**src/design/sahp_pkg.sv**
```systemverilog
// shared constants and types for the converter host port
// ----------------------------------------------------------------------------
// How it works
// - busy output goes low when a conversion begins and stays low until the result is updated.
// - byte select low presents the upper result byte, high presents the lower result byte.
// - device select and read/convert are ORed; with read/convert low a select fall starts.
// - data outputs float whenever device select is high or read/convert is low.
// - with byte select low, the result msb appears on data bit 15, lower bits on lower data bits.
// - with select low and busy high a read/convert fall starts; a rise enables output.
// - a convert command arriving while busy is low aborts and restarts the converter.
// - each 16-bit result is presented in two's complement form.
// ----------------------------------------------------------------------------
package sahp_pkg;
  localparam int RES_W = 16;
  localparam int BYTE_W = 8;
  // least start pulse, in ns, and its cycle count at 200 MHz (rounded up)
  localparam int START_MIN_NS = 40;
  localparam int CLK_PERIOD_PS = 5000;
  localparam int START_CYC = (START_MIN_NS * 1000 + CLK_PERIOD_PS - 1) / CLK_PERIOD_PS;
  // cycles one successive-approximation step takes (internal clock model)
  localparam int STEP_CYC = 4;
  localparam logic [RES_W-1:0] RESULT_RST = 16'h0000;

  typedef enum logic [2:0] {
    SAHP_IDLE = 3'b001,
    SAHP_CONV = 3'b010,
    SAHP_DONE = 3'b100
  } sahp_state_t;

  // host pins after synchronisation
  typedef struct packed {
    logic csN;
    logic readConvN;
    logic byteSel;
  } sahp_pins_t;

  // data bus toward the pins
  typedef struct packed {
    logic [RES_W-1:0] dataOut;
    logic [RES_W-1:0] dataOe;
  } sahp_bus_t;
endpackage

```
**src/design/sahp_host_port.sv**
```systemverilog
// parallel host port and conversion sequencer of the sampling converter
`timescale 1ns/1ps
module sahp_host_port #(
  parameter int STEPS = sahp_pkg::RES_W
) (
  input wire logic ref_clk,
  input wire logic srst,
  input wire logic clkEn,
  input wire logic csN,
  input wire logic readConvN,
  input wire logic byteSel,
  input wire logic compIn,
  output logic [sahp_pkg::RES_W-1:0] dacCode,
  output logic sampleHold,
  output logic busyN,
  output sahp_pkg::sahp_bus_t dataBus
);
  import sahp_pkg::*;

  // --------------------------------------------------------------------------
  // elaboration checks
  // --------------------------------------------------------------------------
  // one step resolves one bit, so any other step count leaves bits unresolved
  if (STEPS != RES_W) begin : g_bad_steps
    $error("sahp_host_port: STEPS must equal RES_W");
  end
  // the step counter below is four bits wide
  if (STEP_CYC < 1 || STEP_CYC > 16) begin : g_bad_step_cyc
    $error("sahp_host_port: STEP_CYC must lie in 1..16");
  end
  // the start filter counter is eight bits wide
  if (START_CYC < 1 || START_CYC > 256) begin : g_bad_start_cyc
    $error("sahp_host_port: START_CYC must lie in 1..256");
  end
  // the byte view splits the word into two equal halves
  if (RES_W != 2 * BYTE_W) begin : g_bad_byte_w
    $error("sahp_host_port: RES_W must be twice BYTE_W");
  end

  // --------------------------------------------------------------------------
  // pin synchronisation
  // --------------------------------------------------------------------------
  sahp_pins_t pinsRaw;
  sahp_pins_t pins;
  assign pinsRaw = '{csN: csN, readConvN: readConvN, byteSel: byteSel};

  sahp_sync #(
    .W(3),
    .RST_VAL(3'b110)
  ) u_sync (
    .ref_clk(ref_clk),
    .srst(srst),
    .clkEn(clkEn),
    .asyncIn(pinsRaw),
    .syncOut(pins)
  );

  // --------------------------------------------------------------------------
  // start detection
  // --------------------------------------------------------------------------
  logic convLow;
  logic [7:0] lowCnt_reg, lowCnt_next;
  logic armed_reg, armed_next;
  logic startCmd;

  // select and read/convert are ORed: the command is the combined low level
  assign convLow = ~(pins.csN | pins.readConvN);

  // a command needs the combined low for the least pulse; armed again only
  // after the combined level returns high, so one low gives one start
  // the filter costs START_CYC cycles of latency but keeps a pin glitch
  // shorter than the least pulse from starting a conversion
  always_comb begin
    lowCnt_next = lowCnt_reg;
    armed_next = armed_reg;
    startCmd = 1'b0;
    if (!convLow) begin
      lowCnt_next = 8'h00;
      armed_next = 1'b1;
    end else if (armed_reg) begin
      if (lowCnt_reg == 8'(START_CYC - 1)) begin
        startCmd = 1'b1;
        armed_next = 1'b0;
      end else begin
        lowCnt_next = lowCnt_reg + 8'h01;
      end
    end
  end

  always_ff @(posedge ref_clk) begin
    if (srst) begin
      lowCnt_reg <= 8'h00;
      armed_reg <= 1'b0;
    end else if (clkEn) begin
      lowCnt_reg <= lowCnt_next;
      armed_reg <= armed_next;
    end
  end

  // --------------------------------------------------------------------------
  // successive-approximation sequencer
  // --------------------------------------------------------------------------
  sahp_state_t state_reg, state_next;
  logic [RES_W-1:0] trial_reg, trial_next;
  logic [RES_W-1:0] bitPtr_reg, bitPtr_next;
  logic [RES_W-1:0] result_reg, result_next;
  logic [3:0] stepCnt_reg, stepCnt_next;

  // one-hot bit pointer walks from msb down; comparator high keeps the bit
  // busy falls one edge after the start fires and rises STEPS*STEP_CYC+1
  // edges later, together with the new result; each step keeps or drops
  // its trial bit and then sets the next one down
  always_comb begin
    state_next = state_reg;
    trial_next = trial_reg;
    bitPtr_next = bitPtr_reg;
    result_next = result_reg;
    stepCnt_next = stepCnt_reg;
    case (state_reg)
      SAHP_IDLE: begin
        if (startCmd) begin
          state_next = SAHP_CONV;
          bitPtr_next = {1'b1, {(RES_W-1){1'b0}}};
          trial_next = {1'b1, {(RES_W-1){1'b0}}};
          stepCnt_next = 4'h0;
        end
      end
      SAHP_CONV: begin
        if (startCmd) begin
          // a new command mid-conversion aborts and restarts from scratch
          bitPtr_next = {1'b1, {(RES_W-1){1'b0}}};
          trial_next = {1'b1, {(RES_W-1){1'b0}}};
          stepCnt_next = 4'h0;
        end else if (stepCnt_reg == 4'(STEP_CYC - 1)) begin
          stepCnt_next = 4'h0;
          // drop the trial bit when the code overshoots, then try the next one
          // down; on the last step the shift brings in nothing
          trial_next = (compIn ? trial_reg : (trial_reg & ~bitPtr_reg)) | (bitPtr_reg >> 1);
          bitPtr_next = bitPtr_reg >> 1;
          if (bitPtr_reg[0]) begin
            state_next = SAHP_DONE;
          end
        end else begin
          stepCnt_next = stepCnt_reg + 4'h1;
        end
      end
      SAHP_DONE: begin
        if (startCmd) begin
          // busy is still low here, so a late command aborts as well and the
          // finished code is thrown away
          state_next = SAHP_CONV;
          bitPtr_next = {1'b1, {(RES_W-1){1'b0}}};
          trial_next = {1'b1, {(RES_W-1){1'b0}}};
          stepCnt_next = 4'h0;
        end else begin
          // offset binary from the array flips its msb into two's complement
          result_next = {~trial_reg[RES_W-1], trial_reg[RES_W-2:0]};
          state_next = SAHP_IDLE;
        end
      end
      default: begin
        state_next = SAHP_IDLE;
      end
    endcase
  end

  always_ff @(posedge ref_clk) begin
    if (srst) begin
      state_reg <= SAHP_IDLE;
      trial_reg <= RESULT_RST;
      bitPtr_reg <= RESULT_RST;
      result_reg <= RESULT_RST;
      stepCnt_reg <= 4'h0;
    end else if (clkEn) begin
      state_reg <= state_next;
      trial_reg <= trial_next;
      bitPtr_reg <= bitPtr_next;
      result_reg <= result_next;
      stepCnt_reg <= stepCnt_next;
    end
  end

  assign dacCode = trial_reg;
  assign sampleHold = (state_reg != SAHP_IDLE);

  // busy low from the start until the result register has been written
  // busy comes from the state register alone, so it cannot glitch mid-step
  assign busyN = (state_reg == SAHP_IDLE);

  // --------------------------------------------------------------------------
  // three-state output drivers
  // --------------------------------------------------------------------------
  logic [RES_W-1:0] dOut_reg, dOut_next;
  logic dOe_reg, dOe_next;

  // drive only while select low and read/convert high; with byte select high
  // the two halves swap, so the low result byte moves onto lanes 15..8
  // the enable trails the pins by three edges (two sync flops and this
  // register), so a host must allow that much access time after opening the bus
  always_comb begin
    dOe_next = ~pins.csN & pins.readConvN;
    if (pins.byteSel) begin
      dOut_next = {result_reg[BYTE_W-1:0], result_reg[RES_W-1:BYTE_W]};
    end else begin
      dOut_next = result_reg;
    end
  end

  always_ff @(posedge ref_clk) begin
    if (srst) begin
      dOut_reg <= RESULT_RST;
      dOe_reg <= 1'b0;
    end else if (clkEn) begin
      dOut_reg <= dOut_next;
      dOe_reg <= dOe_next;
    end
  end

  assign dataBus.dataOut = dOut_reg;
  assign dataBus.dataOe = {RES_W{dOe_reg}};
endmodule

```
**src/design/sahp_sync.sv**
```systemverilog
// two-flop synchroniser for asynchronous pin inputs
`timescale 1ns/1ps
module sahp_sync #(
  parameter int W = 1,
  parameter logic [W-1:0] RST_VAL = '0
) (
  input wire logic ref_clk,
  input wire logic srst,
  input wire logic clkEn,
  input wire logic [W-1:0] asyncIn,
  output logic [W-1:0] syncOut
);
  logic [W-1:0] meta_reg;
  logic [W-1:0] sync_reg;

  // first stage feeds only the second stage
  always_ff @(posedge ref_clk) begin
    if (srst) begin
      meta_reg <= RST_VAL;
      sync_reg <= RST_VAL;
    end else if (clkEn) begin
      meta_reg <= asyncIn;
      sync_reg <= meta_reg;
    end
  end

  assign syncOut = sync_reg;
endmodule

```
**config.mk**
```make
export PLATFORM = sky130hd
export DESIGN_NAME = sahp_host_port
export DESIGN_NICKNAME = d
export VERILOG_FILES = /design/src/design/sahp_pkg.sv /design/src/design/sahp_host_port.sv /design/src/design/sahp_sync.sv
export SDC_FILE = /design/constraint.sdc
export NUM_CORES = 1
export LEC_CHECK = 0
export BUFFER_PORTS_ARGS = -buffer_cell sky130_fd_sc_hd__buf_4
export CAP_MARGIN = 20
export CORE_UTILIZATION = 30
export DETAILED_ROUTE_END_ITERATION = 16
export GPL_TIMING_DRIVEN = 1
export PLACE_DENSITY = 0.48
export SYNTH_ARGS = -nofsm -noshare
export SYNTH_HDL_FRONTEND = slang
export SYNTH_SLANG_ARGS = --single-unit
```
**constraint.sdc**
```tcl
create_clock -name ref_clk -period 1.8 [get_ports ref_clk]
set_input_delay 0.09 -clock ref_clk [delete_from_list [all_inputs] [get_ports ref_clk]]
set_output_delay 0.09 -clock ref_clk [all_outputs]
set_load 0.01 [all_outputs]
```
==> flow_metrics.py <==
metrics = {
    "clocking": {
        "cts_tree": "built",
        "cts.sinks": 87,
        "clk_latency_ns": 0.34,
        "cts_buffer_depth": 2,
        "cts_htree_levels": 3,
        "cts_root_buffer": "clkbuf_16",
        "clk_transition_reported_paths_ns": 0.06,
        "numCtsBuffers": 9,
    },
    "synthesis": {
        "synth_async_sr_flop_share": 0,
        "synth_most_common_cell": "dfxtp_1",
        "synth_edf_count": 0,
        "ys_types": 46,
        "synth.avg_cell_area_um2": 9.035,
        "ys.flop_type": "dfxtp_1",
        "yosysTopAreaCellShare": 0.4432,
        "synthesis.nets": 444,
        "yosys-top-cells-count": "dfxtp_1, nor2_1, a21oi_1",
        "synth_seq_area_share": 0.4432,
        "ys_ff_latch": 87,
        "yosysTopAreaCell": "dfxtp_1",
        "synth_cells": 435,
        "ys_warn_count": 0,
        "syn_area_mm2": 0.003930,
        "ys_top_cells_by_area": "dfxtp_1, mux2i_1, a21oi_1",
    },
    "timing": {
        "fin_crit_sh": 0.9690,
        "worst_clock_skew_ns": 0.004948,
        "holdWs_ns": 0.1202,
        "rsz0062_at_grt": "true",
        "drv_slew": 0,
        "hold_viol": 0,
        "worst_slew_pin_slew_ns": 0.6143,
        "fmax_mhz": 573.3,
        "slew_headroom": 0.5905,
        "fin_crit_ns": 1.744,
        "finalSetupTns_ns": 0,
        "setup_slack_ns": 0.05582,
        "setup_viol": 0,
    },
    "finish": {
        "finalNonFillerCells": 664,
        "syn2layout_area_growth_pct": 25.44,
        "regArea_mm2": 0.001747,
        "final_nets": 496,
        "stdcell_area_mm2": 0.004930,
        "final_util": 0.3891,
        "diodes": 0,
        "drive_gt1_frac": 0.2581,
        "final.fill_count": 1283,
        "multi_input_area_mm2": 0.001959,
    },
    "critical_path": {
        "reg2reg_slack_ns": 0.06,
        "reg2reg_to": "result_reg[13]",
        "cp_common_cell": "nor4b_4",
        "cp_slowest_cell": "dfxtp_2",
        "path_cells": "ha_4 > nor4b_4 > and3_4 > nor4b_4 > buf_12 > mux2i_1 > nor2_1",
        "end_kind": "flip-flop",
        "reg2reg_depth": 7,
        "crit_type": "reg -> reg",
        "slowest_delay_ns": 0.33,
        "worst_ep_required_time_ns": 2.01,
        "cp_num_buf_inv": 1,
        "path_delay_family": "simple AND/OR/NAND/NOR gates",
        "crit_arrival_ns": 1.95,
        "start_kind": "flip-flop",
        "critPathMaxFanout": 17,
        "r2r_start": "lowCnt_reg[1]",
    },
    "power_and_ir_drop": {
        "ir_drop_uv": 465.0,
        "p_int_mw": 3.129,
        "combPwrFrac": 0.104,
        "p_sw_frac": 0.2487,
        "power.net_switching_mw": 1.036,
        "total_power_mw": 4.165,
        "power.clock.fraction": 0.417,
        "pwr-share-seq": 0.479,
        "p_per_area_mw_per_mm2": 844.9,
        "power_leakage_nw": 1.774,
    },
    "floorplan": {
        "ioPinCount": 57,
        "placementRows": 41,
        "core_mm2": 0.01267,
        "die_x_um": 116.5,
        "start_util": 0.3102,
        "die_h_um": 116.5,
        "die_area_mm2": 0.01356,
    },
    "global_route": {
        "grt_pass1_wl_um": 14420,
        "antenna_found_initial": 0,
        "grt_max_degree": 57,
        "grt-ovfl-total": 0,
        "track_usage": 0.1388,
        "grt_pass1_vias": 2785,
    },
    "min_path": {
        "min_to": "u_sync.syncOut[2]",
        "worstHoldPathType": "in -> reg",
        "holdPathStages": 2,
        "hp-start": "clkEn",
    },
    "placement": {
        "dpl_worst_slack_ns": -0.03911,
        "dp_hpwl_um": 6093,
        "gp_congestion": 0.7782,
        "dpl_cell_area_mm2": 0.004536,
        "dpl.cell_count": 643,
        "numPortBuffers": 56,
    },
    "route": {
        "drt-initial-drc-count": 120,
        "routed_via_density": 4.688,
        "antenna_left": 0,
        "drcViolationCount": 0,
        "via_count": 3113,
        "routed_wl_um": 8989,
        "drtPass1Iterations": 4,
        "wl_per_cell_um": 13.54,
    },
    "outcome": {
        "status": "complete, no violations",
    },
    "job": {
        "drv_cap": 0,
    },
}
-- layer usage --
layer	vias up	GRT usage	part of all wire
met5	-	0	0
met4	0	0.04872	0.016
met3	10	0.02802	0.034
met2	57	0.2142	0.46
met1	1452	0.1918	0.49
li1	1594	-	-
-- worst max path at each step --
stage | startpoint | end | slack (ns) | cells past startpoint
after floorplan | lowCnt_reg[0] | result_reg[8] | 0.003 | 9
after global placement | stepCnt_reg[0] | dacCode[15] | -0.002 | 6
after detailed placement | stepCnt_reg[0] | dacCode[15] | -0.04 | 6
after CTS | lowCnt_reg[1] | stepCnt_reg[2] | 0.005 | 7
after global routing | lowCnt_reg[1] | result_reg[13] | -0.06 | 7
final | lowCnt_reg[1] | result_reg[13] | 0.06 | 7
-- placed cells by master, fill, tap and decap left out, types with 2 or more instances in the layout --
cell type      instances
nand3_1                5
nor2b_1               21
o21ai_1               11
nor3b_2                2
nand2_1               35
xor2_1                 6
buf_4                 80
and3_1                 3
xnor2_1                3
buf_12                 4
dlygate4sd3_1          3
clkbuf_16              9
o211ai_1               5
a211oi_2               3
nor2_1                49
a211oi_1              18
a21oi_1               39
nor4b_4                2
dfxtp_1               83
mux2i_1               34
inv_1                  3
clkinvlp_4             2
nand2b_1               7
clkbuf_1               2
a211o_1                4
nor3_1                19
dfxtp_2                4
o21ai_0                8
or2_2                  2
-- what timing repair did --
item | CTS | global route
gates resized for setup | 2 | 22
endpoints found under the setup margin | 15 | 52
hold endpoints to repair | 3 | 0
hold buffers | 3 | 0
buffers inserted | 0 | 2
pin swaps | 0 | 2
-- power groups by stage --
stage	Clock [mW]	Sequential (mW)	Combinational [mW]
3_3_place_gp	0	2.03	0.414
4_1_cts	1.80	1.99	0.422
3_5_place_dp	0	2.03	0.416
5_1_grt	1.87	2.00	0.477
6_report	1.74	1.99	0.433
2_1_floorplan	0	2.03	0.272
-- cell type report --
type / count / area share
tap: 172 / 0.04365
sequential: 87 / 0.3543
timing repair buffer: 88 / 0.1464
clock inverter: 4 / 0.005838
inverter: 3 / 0.002284
clock buffer: 12 / 0.05000
multi-input combinational: 298 / 0.3975
-- kinds of logic after synthesis --
family          Yosys count  synth area share
flops                    87            0.4432
buf+inv                  50           0.07863
simple gates            154            0.2031
fa+ha+maj                 2          0.006366
compound gates           97            0.1557
xor+xnor                 11           0.02642
mux                      34           0.08660
Note: power is estimated with default switching activity, not from simulation.
